--- src/rcb2_pkg.sv ---
// Shared constants, state codes and decoding for the ring-mode-two storage engine.
package rcb2_pkg;

	// Engine states, one-hot.
	typedef enum logic [10:0] {
		ST_IDLE = 11'h001,
		ST_RD_CTRL = 11'h002,
		ST_RD_ORIG = 11'h004,
		ST_RD_CUR = 11'h008,
		ST_RD_INFO = 11'h010,
		ST_XFER = 11'h020,
		ST_WAIT_END = 11'h040,
		ST_WR_INFO = 11'h080,
		ST_WR_TAG = 11'h100,
		ST_WR_CUR = 11'h200,
		ST_WR_ICUR = 11'h400
	} rcb2_state_type;

	// Word offsets inside a four-word descriptor.
	localparam logic [1:0] DESC_CTRL_OFS = 2'h0;
	localparam logic [1:0] DESC_ORIG_OFS = 2'h1;
	localparam logic [1:0] DESC_CUR_OFS = 2'h2;
	localparam logic [1:0] DESC_INFO_OFS = 2'h3;

	// Command word fields.
	localparam int CMD_TR_BIT = 10;
	localparam int CMD_SA_LSB = 5;
	localparam int CMD_WC_LSB = 0;
	localparam logic [5:0] WC_ZERO_MEANS = 6'h20;

	// Descriptor control word fields.
	localparam int CTRL_RING1_BIT = 0;
	localparam int CTRL_RING2_BIT = 1;
	localparam int CTRL_PINGPONG_BIT = 2;
	localparam int CTRL_SIZE_LSB = 4;
	localparam int CTRL_IRQ_BIT = 8;
	localparam logic [3:0] SIZE_CODE_MIN = 4'h2;
	localparam logic [3:0] SIZE_CODE_MAX = 4'ha;

	// Position of the broadcast flag in the stored message-information word.
	localparam int INFO_BROADCAST_FLAG_BIT = 9;

	// Values after reset.
	localparam logic [5:0] LEFT_RESET = 6'h00;

	// Low-bit mask counted by a block-size code; codes outside the legal span are clamped.
	function automatic logic [15:0] rcb2_size_mask(input logic [3:0] code);
		logic [3:0] k;
		k = code;
		if (code < SIZE_CODE_MIN)
			k = SIZE_CODE_MIN;
		else if (code > SIZE_CODE_MAX)
			k = SIZE_CODE_MAX;
		rcb2_size_mask = (16'h0001 << k) - 16'h0001;
	endfunction : rcb2_size_mask

endpackage : rcb2_pkg

--- src/rcb2_engine.sv ---
// Descriptor-driven storage engine for a subaddress in the second circular ring mode.
`timescale 1ns/10ps
module rcb2_engine #(
	parameter int AW = 16,
	parameter int DW = 16
) (
	// Clock and reset.
	input wire logic core_clk,
	input wire logic rst,
	// Command from the protocol logic.
	input wire logic cmd_valid,
	input wire logic [15:0] cmd_word,
	input wire logic cmd_broadcast,
	output logic cmd_ready,
	// Configuration.
	input wire logic [AW-1:0] desc_table_base,
	input wire logic rt_block_done_enable,
	input wire logic ext_broadcast_flag_enable,
	// Received words.
	input wire logic rx_valid,
	input wire logic [DW-1:0] rx_data,
	output logic rx_ready,
	// Words to transmit.
	output logic tx_valid,
	output logic [DW-1:0] tx_data,
	input wire logic tx_ready,
	// Message end report.
	input wire logic end_valid,
	input wire logic end_error,
	input wire logic [DW-1:0] end_info,
	input wire logic [DW-1:0] end_time_tag,
	// Shared memory port.
	output logic mem_req,
	output logic mem_we,
	output logic [AW-1:0] mem_addr,
	output logic [DW-1:0] mem_wdata,
	input wire logic mem_ack,
	input wire logic [DW-1:0] mem_rdata,
	// Status toward the host.
	input wire logic int_clear,
	output logic int_n,
	output logic block_done,
	output logic mode_skip,
	output logic busy
);

	rcb2_pkg::rcb2_state_type st_q;
	rcb2_pkg::rcb2_state_type st_d;
	logic tr_q;
	logic broadcast_flag_q;
	logic err_q;
	logic end_pend_q;
	logic [5:0] left_q;
	logic [AW-1:0] desc_q;
	logic [AW-1:0] orig_q;
	logic [AW-1:0] dcur_q;
	logic [AW-1:0] icur_q;
	logic [DW-1:0] ctrl_q;
	logic [DW-1:0] info_q;
	logic [DW-1:0] tag_q;
	logic cmd_take;
	logic rx_take;
	logic mem_done;
	logic end_seen;
	logic update_ok;
	logic acc_start;
	logic acc_we;
	logic [AW-1:0] acc_addr;
	logic [DW-1:0] acc_wdata;
	logic [DW-1:0] info_word;
	logic [AW-1:0] info_next;
	logic info_full;
	logic buf_in_ready;
	logic buf_push;

	assign cmd_take = cmd_valid && cmd_ready;
	assign rx_take = rx_valid && rx_ready;
	assign mem_done = mem_req && mem_ack;
	assign end_seen = end_valid || end_pend_q;
	assign update_ok = !err_q && !(tr_q && broadcast_flag_q);
	assign buf_push = mem_done && (st_q == rcb2_pkg::ST_XFER) && tr_q;

	rcb2_info_step #(
		.AW(AW)
	) u_step (
		.cursor(icur_q),
		.size_code(ctrl_q[rcb2_pkg::CTRL_SIZE_LSB +: 4]),
		.next_cursor(info_next),
		.full(info_full)
	);

	// A stall by the transmitter backs up here instead of dropping a fetched word.
	rcb2_pair_buffer #(
		.W(DW)
	) u_txbuf (
		.core_clk(core_clk),
		.rst(rst),
		.in_valid(buf_push),
		.in_data(mem_rdata),
		.in_ready(buf_in_ready),
		.out_valid(tx_valid),
		.out_data(tx_data),
		.out_ready(tx_ready)
	);

	always_comb
	begin
		info_word = info_q;
		info_word[rcb2_pkg::INFO_BROADCAST_FLAG_BIT] = ext_broadcast_flag_enable && broadcast_flag_q;
	end

	always_comb
	begin
		st_d = st_q;
		case (st_q)
			rcb2_pkg::ST_IDLE:
				if (cmd_take)
					st_d = rcb2_pkg::ST_RD_CTRL;
			rcb2_pkg::ST_RD_CTRL:
				if (mem_done)
				begin
					if (!mem_rdata[rcb2_pkg::CTRL_PINGPONG_BIT] && mem_rdata[rcb2_pkg::CTRL_RING2_BIT])
						st_d = rcb2_pkg::ST_RD_ORIG;
					else
						st_d = rcb2_pkg::ST_IDLE;
				end
			rcb2_pkg::ST_RD_ORIG:
				if (mem_done)
					st_d = rcb2_pkg::ST_RD_CUR;
			rcb2_pkg::ST_RD_CUR:
				if (mem_done)
					st_d = rcb2_pkg::ST_RD_INFO;
			rcb2_pkg::ST_RD_INFO:
				if (mem_done)
					st_d = (tr_q && broadcast_flag_q) ? rcb2_pkg::ST_WAIT_END : rcb2_pkg::ST_XFER;
			rcb2_pkg::ST_XFER:
				if (!mem_req && !rx_take)
				begin
					if (end_seen)
						st_d = rcb2_pkg::ST_WR_INFO;
					else if (left_q == 6'h00)
						st_d = rcb2_pkg::ST_WAIT_END;
				end
			rcb2_pkg::ST_WAIT_END:
				if (end_seen)
					st_d = rcb2_pkg::ST_WR_INFO;
			rcb2_pkg::ST_WR_INFO:
				if (mem_done)
					st_d = rcb2_pkg::ST_WR_TAG;
			rcb2_pkg::ST_WR_TAG:
				if (mem_done)
					st_d = update_ok ? rcb2_pkg::ST_WR_CUR : rcb2_pkg::ST_IDLE;
			rcb2_pkg::ST_WR_CUR:
				if (mem_done)
					st_d = rcb2_pkg::ST_WR_ICUR;
			rcb2_pkg::ST_WR_ICUR:
				if (mem_done)
					st_d = rcb2_pkg::ST_IDLE;
			default:
				st_d = rcb2_pkg::ST_IDLE;
		endcase
	end

	// Memory access wanted by the current state.
	always_comb
	begin
		acc_start = !mem_req;
		acc_we = 1'b1;
		acc_addr = icur_q;
		acc_wdata = info_word;
		case (st_q)
			rcb2_pkg::ST_RD_CTRL:
			begin
				acc_we = 1'b0;
				acc_addr = desc_q + AW'(rcb2_pkg::DESC_CTRL_OFS);
			end
			rcb2_pkg::ST_RD_ORIG:
			begin
				acc_we = 1'b0;
				acc_addr = desc_q + AW'(rcb2_pkg::DESC_ORIG_OFS);
			end
			rcb2_pkg::ST_RD_CUR:
			begin
				acc_we = 1'b0;
				acc_addr = desc_q + AW'(rcb2_pkg::DESC_CUR_OFS);
			end
			rcb2_pkg::ST_RD_INFO:
			begin
				acc_we = 1'b0;
				acc_addr = desc_q + AW'(rcb2_pkg::DESC_INFO_OFS);
			end
			rcb2_pkg::ST_XFER:
			begin
				// Broadcast and ordinary receive data go to the same ring.
				acc_we = !tr_q;
				acc_addr = dcur_q;
				acc_wdata = rx_data;
				if (tr_q)
					acc_start = !mem_req && (left_q != 6'h00) && buf_in_ready && !end_seen;
				else
					acc_start = rx_take;
			end
			rcb2_pkg::ST_WR_INFO:
				acc_addr = icur_q;
			rcb2_pkg::ST_WR_TAG:
			begin
				acc_addr = icur_q + AW'(1);
				acc_wdata = tag_q;
			end
			rcb2_pkg::ST_WR_CUR:
			begin
				acc_addr = desc_q + AW'(rcb2_pkg::DESC_CUR_OFS);
				acc_wdata = DW'(info_full ? orig_q : dcur_q);
			end
			rcb2_pkg::ST_WR_ICUR:
			begin
				acc_addr = desc_q + AW'(rcb2_pkg::DESC_INFO_OFS);
				acc_wdata = DW'(info_next);
			end
			default:
				acc_start = 1'b0;
		endcase
	end

	always_ff @(posedge core_clk or posedge rst)
	begin
		if (rst)
		begin
			st_q <= rcb2_pkg::ST_IDLE;
			cmd_ready <= 1'b0;
			busy <= 1'b0;
			rx_ready <= 1'b0;
		end
		else
		begin
			st_q <= st_d;
			cmd_ready <= (st_d == rcb2_pkg::ST_IDLE) && !cmd_take;
			busy <= (st_d != rcb2_pkg::ST_IDLE);
			rx_ready <= (st_q == rcb2_pkg::ST_XFER) && !tr_q && (left_q != 6'h00) && !mem_req
				&& !rx_take && !end_seen;
		end
	end

	always_ff @(posedge core_clk or posedge rst)
	begin
		if (rst)
		begin
			mem_req <= 1'b0;
			mem_we <= 1'b0;
			mem_addr <= '0;
			mem_wdata <= '0;
		end
		else if (mem_done)
			mem_req <= 1'b0;
		else if (acc_start)
		begin
			mem_req <= 1'b1;
			mem_we <= acc_we;
			mem_addr <= acc_addr;
			mem_wdata <= acc_wdata;
		end
	end

	// Command capture and descriptor contents.
	always_ff @(posedge core_clk or posedge rst)
	begin
		if (rst)
		begin
			tr_q <= 1'b0;
			broadcast_flag_q <= 1'b0;
			left_q <= rcb2_pkg::LEFT_RESET;
			desc_q <= '0;
			ctrl_q <= '0;
			orig_q <= '0;
			dcur_q <= '0;
			icur_q <= '0;
		end
		else if (cmd_take)
		begin
			tr_q <= cmd_word[rcb2_pkg::CMD_TR_BIT];
			broadcast_flag_q <= cmd_broadcast;
			if (cmd_word[rcb2_pkg::CMD_WC_LSB +: 5] == 5'h00)
				left_q <= rcb2_pkg::WC_ZERO_MEANS;
			else
				left_q <= {1'b0, cmd_word[rcb2_pkg::CMD_WC_LSB +: 5]};
			desc_q <= desc_table_base + AW'({cmd_word[rcb2_pkg::CMD_TR_BIT],
				cmd_word[rcb2_pkg::CMD_SA_LSB +: 5], 2'h0});
		end
		else if (mem_done)
		begin
			case (st_q)
				rcb2_pkg::ST_RD_CTRL:
					ctrl_q <= mem_rdata;
				rcb2_pkg::ST_RD_ORIG:
					orig_q <= AW'(mem_rdata);
				rcb2_pkg::ST_RD_CUR:
					dcur_q <= AW'(mem_rdata);
				rcb2_pkg::ST_RD_INFO:
					icur_q <= AW'(mem_rdata);
				rcb2_pkg::ST_XFER:
				begin
					dcur_q <= dcur_q + AW'(1);
					left_q <= left_q - 6'h01;
				end
				default:
					left_q <= left_q;
			endcase
		end
	end

	// The end report is a pulse; it is held here until the engine is ready for it.
	always_ff @(posedge core_clk or posedge rst)
	begin
		if (rst)
		begin
			end_pend_q <= 1'b0;
			err_q <= 1'b0;
			info_q <= '0;
			tag_q <= '0;
		end
		else
		begin
			if (end_valid)
			begin
				err_q <= end_error;
				info_q <= end_info;
				tag_q <= end_time_tag;
			end
			// A report consumed in the cycle it arrives must not stay pending for the next command.
			if ((st_d == rcb2_pkg::ST_WR_INFO) && (st_q != rcb2_pkg::ST_WR_INFO))
				end_pend_q <= 1'b0;
			else if (end_valid)
				end_pend_q <= 1'b1;
		end
	end

	// Interrupt follows the last write-back so the host sees reset pointers.
	always_ff @(posedge core_clk or posedge rst)
	begin
		if (rst)
		begin
			int_n <= 1'b1;
			block_done <= 1'b0;
			mode_skip <= 1'b0;
		end
		else
		begin
			block_done <= mem_done && (st_q == rcb2_pkg::ST_WR_ICUR) && info_full;
			mode_skip <= mem_done && (st_q == rcb2_pkg::ST_RD_CTRL) && (st_d == rcb2_pkg::ST_IDLE);
			if (mem_done && (st_q == rcb2_pkg::ST_WR_ICUR) && info_full
				&& ctrl_q[rcb2_pkg::CTRL_IRQ_BIT] && rt_block_done_enable)
				int_n <= 1'b0;
			else if (int_clear)
				int_n <= 1'b1;
		end
	end

	a_cmd_fetch: assert property (@(posedge core_clk) disable iff (rst)
		cmd_take |=> (st_q == rcb2_pkg::ST_RD_CTRL) ##1 (mem_req && !mem_we && mem_addr == desc_q))
		else $error("descriptor fetch did not follow the command");

	a_info_advance: assert property (@(posedge core_clk) disable iff (rst)
		$rose(mem_req) && (st_q == rcb2_pkg::ST_WR_ICUR) && !info_full
		|-> mem_wdata == DW'(icur_q + AW'(2)))
		else $error("info cursor not advanced by two");

	a_full_restore: assert property (@(posedge core_clk) disable iff (rst)
		$rose(mem_req) && (st_q == rcb2_pkg::ST_WR_ICUR) && info_full
		|-> (mem_wdata == DW'(icur_q & ~AW'(rcb2_pkg::rcb2_size_mask(ctrl_q[7:4]))))
			&& ($past(mem_wdata, 2) == DW'(orig_q) || $past(mem_wdata, 3) == DW'(orig_q)))
		else $error("full count did not restore both cursors");

	a_rx_place: assert property (@(posedge core_clk) disable iff (rst)
		rx_take && (st_q == rcb2_pkg::ST_XFER) |=> mem_req && mem_we && mem_addr == $past(dcur_q)
			&& mem_wdata == $past(rx_data))
		else $error("received word not placed at the data cursor");

	a_tx_source: assert property (@(posedge core_clk) disable iff (rst)
		$rose(mem_req) && (st_q == rcb2_pkg::ST_XFER) && tr_q |-> !mem_we && mem_addr == dcur_q)
		else $error("transmit word not read at the data cursor");

	a_info_order: assert property (@(posedge core_clk) disable iff (rst)
		(st_q == rcb2_pkg::ST_WR_CUR) && $changed(st_q) |-> $past(st_q) == rcb2_pkg::ST_WR_TAG)
		else $error("pointer update before info and tag writes");

	a_no_advance: assert property (@(posedge core_clk) disable iff (rst)
		mem_done && (st_q == rcb2_pkg::ST_WR_TAG) && (err_q || (tr_q && broadcast_flag_q))
		|=> st_q == rcb2_pkg::ST_IDLE)
		else $error("cursors advanced after error or broadcast transmit");

	a_irq_gate: assert property (@(posedge core_clk) disable iff (rst)
		$fell(int_n) |-> $past(mem_done && (st_q == rcb2_pkg::ST_WR_ICUR) && info_full
			&& ctrl_q[rcb2_pkg::CTRL_IRQ_BIT] && rt_block_done_enable) && block_done)
		else $error("interrupt without block done and both enables");

	a_flag_insert: assert property (@(posedge core_clk) disable iff (rst)
		$rose(mem_req) && (st_q == rcb2_pkg::ST_WR_INFO)
		|-> mem_wdata[rcb2_pkg::INFO_BROADCAST_FLAG_BIT] == (ext_broadcast_flag_enable && broadcast_flag_q))
		else $error("broadcast flag wrong in info word");

endmodule : rcb2_engine

--- src/rcb2_pair_buffer.sv ---
// Two-entry buffer with valid and ready on both sides.
`timescale 1ns/10ps
module rcb2_pair_buffer #(
	parameter int W = 16
) (
	// Clock and reset.
	input wire logic core_clk,
	input wire logic rst,
	// Filling side.
	input wire logic in_valid,
	input wire logic [W-1:0] in_data,
	output logic in_ready,
	// Draining side.
	output logic out_valid,
	output logic [W-1:0] out_data,
	input wire logic out_ready
);

	logic [1:0] cnt_q;
	logic [1:0] cnt_d;
	logic [W-1:0] e1_q;
	logic push;
	logic pop;

	assign push = in_valid && in_ready;
	assign pop = out_valid && out_ready;

	always_comb
	begin
		cnt_d = cnt_q;
		if (push && !pop)
			cnt_d = cnt_q + 2'h1;
		else if (pop && !push)
			cnt_d = cnt_q - 2'h1;
	end

	always_ff @(posedge core_clk or posedge rst)
	begin
		if (rst)
		begin
			cnt_q <= 2'h0;
			out_valid <= 1'b0;
			in_ready <= 1'b0;
		end
		else
		begin
			cnt_q <= cnt_d;
			out_valid <= (cnt_d != 2'h0);
			in_ready <= (cnt_d != 2'h2);
		end
	end

	// The head always sits in out_data; the second entry only holds an overflow word.
	always_ff @(posedge core_clk or posedge rst)
	begin
		if (rst)
		begin
			out_data <= '0;
			e1_q <= '0;
		end
		else if (pop)
		begin
			if (cnt_q == 2'h2)
				out_data <= e1_q;
			else if (push)
				out_data <= in_data;
		end
		else if (push)
		begin
			if (cnt_q == 2'h0)
				out_data <= in_data;
			else
				e1_q <= in_data;
		end
	end

endmodule : rcb2_pair_buffer

--- src/rcb2_info_step.sv ---
// Next info cursor and full-count detection for the message-information ring.
`timescale 1ns/10ps
module rcb2_info_step #(
	parameter int AW = 16
) (
	// Current cursor and block-size code.
	input wire logic [AW-1:0] cursor,
	input wire logic [3:0] size_code,
	// Result.
	output logic [AW-1:0] next_cursor,
	output logic full
);

	logic [AW-1:0] mask;
	logic [AW-1:0] once;

	assign mask = AW'(rcb2_pkg::rcb2_size_mask(size_code));
	assign once = cursor + AW'(1);
	assign full = ((once & mask) == mask);
	// The counted low bits were zero at set-up, so clearing them restores the base.
	assign next_cursor = full ? (cursor & ~mask) : (cursor + AW'(2));

endmodule : rcb2_info_step

--- config.mk ---
export PLATFORM = sky130hd
export DESIGN_NAME = rcb2_engine
export DESIGN_NICKNAME = d
export VERILOG_FILES = /design/src/rcb2_pkg.sv /design/src/rcb2_engine.sv /design/src/rcb2_pair_buffer.sv /design/src/rcb2_info_step.sv
export SDC_FILE = /design/constraint.sdc
export NUM_CORES = 1
export LEC_CHECK = 0
export BUFFER_PORTS_ARGS = -buffer_cell sky130_fd_sc_hd__buf_2
export CORE_ASPECT_RATIO = 2
export CORE_MARGIN = 2
export CORE_UTILIZATION = 57
export DETAILED_ROUTE_END_ITERATION = 8
export MAX_ROUTING_LAYER = met4
export PLACE_DENSITY = 0.88
export SETUP_SLACK_MARGIN = 0.1
export SLEW_MARGIN = 20
export SYNTH_ARGS = -nofsm -noshare
export SYNTH_HDL_FRONTEND = slang
export SYNTH_SLANG_ARGS = --single-unit
--- constraint.sdc ---
create_clock -name core_clk -period 14.9 [get_ports core_clk]
set_input_delay 2.235 -clock core_clk [delete_from_list [all_inputs] [get_ports core_clk]]
set_output_delay 2.235 -clock core_clk [all_outputs]
set_load 0.1 [all_outputs]
==> metrics.cfg, run 1 <==
[sta]
whs_ns=0.420
max_freq_mhz=228
drv_slew=0
hold_viol=0
fin_crit_sh_pct=29.4
fin_worst_skew_ns=0.00875
min_period_ns=4.39
relSlewSlack_pct=28.5
rsz0062_at_grt=false
finalSetupViolations=0
setup_ws_ns=10.51
tns_ns=0
worst_pin_slew_ns=1.07

[detailed_routing]
wl_per_cell_um=22.7
dr.pass1.iters=8
drt-initial-drc-count=780
drcViolationCount=0
routed_via_density=6.48
wl_um=35900
vias=10200
ant_nets=0

[setup_path]
path_class=input pin to flip-flop
crit_slowest_cell=nor2_2
cp.arrival_ns=4.74
slowest_delay_ns=0.90
worstPathRequired_ns=15.25
worstSetupStartpointType=input pin
crit_chain=buf_2 -> nand2_1 -> nand2_1 -> nor2_2 -> mux2_2
critical_path.max_fanout=33
critPathTopFamily=simple AND/OR/NAND/NOR gates
crit_top_cell=nand2_1
path_buf_inv=1
endpoint_kind=flip-flop

[global_routing]
grt_pass1_wl_um=54700
grt_pass1_vias=10100
grt_max_degree=119
track_usage_pct=36.2
overflow=0
antenna_found_initial=0

[logic_synthesis]
yosysUniqueCellTypes=81
synth-seq-cells=197
ys_seq_area_share_pct=43.8
synthArstFlopShare_pct=100
synth_commonest_cells=dfrtp_1, nand2_1, o21ai_0
synth.most_common_cell=dfrtp_1
yosysTopAreaCell=dfrtp_1
avgSynthCellArea_sq_um=9.36
synth_area_leaders=dfrtp_1, mux2_2, o21ai_0
syn_area_sq_um=11300
syn_inst=1202
synth_top_area_share_pct=43.4
yosysWarningCount=0
synth_edf_count=0
ys.flop_type=dfrtp_1

[final_layout]
final.fill_count=1620
fin_nets=1434
antenna_cells=0
final_core_util_pct=65.6
synthToLayoutAreaGrowth_pct=12.9
drive_gt1_share_pct=23.8
fin_area_sq_um=12700

[placed_design]
place_hpwl_um=26100
gp_congestion=1.02
port_buffers=158
placed_area_sq_um=12100
dp_slack_ns=10.04

[clocking]
cts_made_buffers=17
clk_path_buf_depth=2
hold_buffers=0
cts_tree=built
cts-resized-gates=0
cts_root_buf=clkbuf_16
clkTransAtPathRegs_ns=0.07
cts_sinks=197
cts_setup_buffers=0
h-tree-depth=4
clock_latency_ns=0.46

[floorplanning]
core-area_sq_um=19400
pin_count=165
initial_utilization_pct=58.1
dieArea_sq_um=21000
rows=72
fp.dieH_um=203
die_width_um=103

[power]
ir_worst_vdd_v=0.000178
leakagePower_nw=5.63
power_density_nw_per_um2=172

[worst_hold_path]
hp-class=flip-flop to flip-flop

[outcome]
status=finished, final reports clean

[flow_run]
maxCapViolCount=0

flip-flops by register name, indices dropped and copies added (netlist names), 15 cells and up:
name and flops:
tag_q 16, desc_q 16, mem_wdata 16, orig_q 16, mem_addr 16, u_txbuf.e1_q 16, u_txbuf.out_data 16, dcur_q 16
icur_q 16, info_q 15
final timing paths:
path | endpoint | start | cells past startpoint | slack (ns)
max | icur_q[4]$_DFFE_PP0P_ | cmd_valid | 5 | 10.51
max in group asynchronous | desc_q[12]$_DFFE_PP0P_ | rst | 3 | 11.72
min reg2reg | int_n$_DFFE_PP1P_ | ctrl_q[8]$_DFFE_PP0P_ | 1 | 0.42
min | int_n$_DFFE_PP1P_ | ctrl_q[8]$_DFFE_PP0P_ | 1 | 0.42
min in group asynchronous | u_txbuf.out_data[2]$_DFFE_PP0P_ | rst | 2 | 1.92
max reg2reg | mem_wdata[8]$_DFFE_PP0P_ | icur_q[1]$_DFFE_PP0P_ | 9 | 10.77
area by class of cell:
cell class	count	area [sq um]	share of cell area (%)
clock buffer	22	454	3.57
clock inverter	10	123	0.965
inverter	24	97.6	0.768
multi-input combinational	899	5900	46.4
sequential	197	4930	38.8
tap	259	324	2.55
timing repair buffer	169	877	6.90
logic make-up after synthesis:
kind of cell               Yosys count  share of synthesized area [%]
and+or+nand+nor                    397                           17.4
AOI/OAI and AO/OA                  328                           18.1
DFF                                197                           43.8
muxes                              117                           11.5
buffers and inverters              107                           4.07
xor gates and xnor gates            37                           2.88
adders and majority gates           18                           2.13
other                                1                         0.0333
layer usage:
layer / routed length [um] / vias up / share of wire [%] / track usage, %
met3: 2470 / 207 / 6.9 / 7.26
li1: - / 4595 / - / -
met5: 0 / - / 0 / -
met1: 12200 / 4902 / 34 / 37.3
met2: 18100 / 540 / 50 / 59.0
met4: 3180 / 0 / 8.9 / 26.9
stage by stage:
stage	power [mW]	std cells
after floorplan	1.52	1203
final	2.19	1580
after global placement	1.71	1548
after CTS	2.18	1580
after detailed placement	1.73	1548
after global routing	2.28	1580
worst reg2reg max path, cell delays in order, from the launching register on:
cell	delay, ns
dfrtp_1	0.61
ha_1	0.28
nand3_1	0.41
or3_1	0.54
and3_1	0.20
a2111o_1	0.52
or3_1	0.65
mux2i_1	0.22
a2111oi_0	0.47
o21ai_1	0.12
cell usage in the layout, fill, tap and decap left out, types with 9 or more instances in the layout:
master and n:
clkbuf_16 17, nand3_1 32, and3_1 11, o21ai_0 104, nor3_1 28, xor2_1 11, inv_1 23, nor2_1 100
a211oi_1 18, nand4_1 11, a31oi_1 10, buf_4 10, or4_1 10, a21oi_1 81, or3_1 9, mux2i_1 26
nand2_1 120, xnor2_1 26, buf_2 158, nor4_1 14, o31ai_1 9, mux2_2 88, dfrtp_1 195, a22oi_1 11
o21ai_1 12, a221oi_1 11, nand2b_1 10, ha_1 16
report_power, final:
group	internal, mW	total, mW	switching, mW	leakage (nW)
clock	0.253	0.460	0.208	0.271
sequential	0.656	0.762	0.106	2.47
combinational	0.191	0.964	0.772	2.88
total	1.10	2.19	1.09	5.63
Power figures use the tool's default switching activity.
==> run 2, diff against run 1 <==
- clock period: 14.9 -> 4.57 ns (I/O delays scaled with it)
==> metrics.cfg, run 2 (synthesized netlist as in run 1, its figures left out) <==
[floorplanning]
rows=72  ; unchanged
die_width_um=103  ; unchanged
dieArea_sq_um=21000  ; unchanged
initial_utilization_pct=58.1  ; unchanged
fp.dieH_um=203  ; unchanged
pin_count=165  ; unchanged
core-area_sq_um=19400  ; unchanged

[sta]
worst_pin_slew_ns=1.10  ; +0.0313 ns
fin_worst_skew_ns=0.00971  ; +0.000962 ns
rsz0062_at_grt=false
drv_slew=0  ; unchanged
finalSetupViolations=0  ; unchanged
min_period_ns=3.90
max_freq_mhz=256
relSlewSlack_pct=26.6  ; -2.0 points
fin_crit_sh_pct=85.4
hold_viol=0  ; unchanged
tns_ns=0  ; unchanged

[setup_path]
worstPathRequired_ns=4.89  ; -10.36 ns
endpoint_kind=flip-flop
path_class=flip-flop to flip-flop
critical_path.max_fanout=19  ; -42%
worstSetupStartpointType=flip-flop
cp.arrival_ns=4.22  ; -0.52 ns

[final_layout]
final.fill_count=1582  ; -2.3%
fin_area_sq_um=12900  ; +1.3%
final_core_util_pct=66.5  ; +0.83 points
drive_gt1_share_pct=24.6  ; +0.87 points
fin_nets=1448  ; +0.98%
synthToLayoutAreaGrowth_pct=14.4
fin_cells=1594  ; +0.89%
layout.cells.most_common=dfrtp_1
antenna_cells=0  ; unchanged
mostFrequentLayoutCells=dfrtp_1, buf_2, nand2_1

[outcome]
status=finished, final reports clean

[clocking]
cts_made_buffers=17  ; unchanged
cts_root_buf=clkbuf_16
cts_setup_buffers=0  ; unchanged
h-tree-depth=4  ; unchanged
cts-resized-gates=0  ; unchanged
clk_path_buf_depth=2  ; unchanged
clkTransAtPathRegs_ns=0.07  ; about the same
cts_sinks=197  ; unchanged
hold_buffers=0  ; unchanged
cts_tree=built
clock_latency_ns=0.47  ; about the same

[flow_run]
maxCapViolCount=0  ; unchanged

[global_routing]
track_usage_pct=37.0  ; +0.78 points
grt_pass1_wl_um=56000  ; +2.3%
antenna_found_initial=0  ; unchanged
grt_max_degree=126  ; +5.9%
grt_pass1_vias=10400  ; +2.8%
overflow=0  ; unchanged

[detailed_routing]
dr.pass1.iters=5  ; -3
wl_um=36200  ; +0.77%
drt-initial-drc-count=752  ; -3.6%
routed_via_density=6.40  ; -1.4%
drcViolationCount=0  ; unchanged
vias=10200  ; -0.49%
wl_per_cell_um=22.7  ; -0.11%
ant_nets=0  ; unchanged

[power]
power_density_nw_per_um2=567  ; +230%
ir_worst_vdd_v=0.000646  ; +260%
leakagePower_nw=5.72  ; +1.7%
total_power_mw=7.29  ; +230%

[placed_design]
gp_congestion=0.998  ; -2.0%
place_inst=1562  ; +0.90%
port_buffers=158  ; unchanged
placed_area_sq_um=12200  ; +0.94%
place_hpwl_um=27000  ; +3.1%

[worst_hold_path]
hp-class=input pin to flip-flop

==> run 2: final timing paths <==
path                       cells past startpoint  slack [ns]             startpoint                       end
setup / recovery                              10        0.67  icur_q[1]$_DFFE_PP0P_  mem_wdata[8]$_DFFE_PP0P_
hold / removal                                 2        0.38   rt_block_done_enable         int_n$_DFFE_PP1P_
setup reg to reg                              10        0.67  icur_q[1]$_DFFE_PP0P_  mem_wdata[8]$_DFFE_PP0P_
hold reg to reg                                1        0.44  ctrl_q[8]$_DFFE_PP0P_         int_n$_DFFE_PP1P_
max in group asynchronous                      3        3.41                    rst  mem_wdata[6]$_DFFE_PP0P_
min in group asynchronous                      3        0.41                    rst      tag_q[3]$_DFFE_PP0P_
==> run 2: per-layer routing <==
metal / GRT usage, % / up-vias / routed length (um)
met5: - / - / 0
met4: 27.6 / 0 / 3050
met3: 5.99 / 183 / 2030
met2: 61.2 / 466 / 18700
met1: 38.0 / 4912 / 12400
li1: - / 4633 / -
==> run 2: through the flow <==
step / hold slack [ns] / setup WS (ns)
6_report: 0.382 / 0.669
5_1_grt: 0.390 / 0.466
4_1_cts: 0.375 / 0.772
3_5_place_dp: 0.428 / 0.796
3_3_place_gp: 0.397 / 0.916
2_1_floorplan: 0.389 / 1.34
==> run 2: worst max-delay path, cell delays in order (launching register included) <==
cell       delay, ns
dfrtp_1         0.55
ha_1            0.32
nand3_1         0.13
or2_1           0.36
xor2_1          0.20
a2111o_1        0.57
nor3_2          0.37
buf_4           0.34
o21ai_1         0.10
a2111oi_0       0.65
o21ai_1         0.14
==> run 2: layout make-up <==
class | count | area (sq um) | area share [%]
Multi-Input combinational cell | 899 | 5900 | 45.8
Sequential cell | 197 | 4930 | 38.3
Timing Repair Buffer | 183 | 991 | 7.70
Clock buffer | 22 | 464 | 3.61
Tap cell | 259 | 324 | 2.52
Clock inverter | 10 | 170 | 1.32
Inverter | 24 | 93.8 | 0.729
==> run 2: where the power goes <==
part / leakage [nW] / switching (mW) / internal [mW]
logic: 2.95 / 2.52 / 0.633
clock network: 0.302 / 0.690 / 0.950
registers: 2.47 / 0.358 / 2.14
total: 5.72 / 3.57 / 3.72
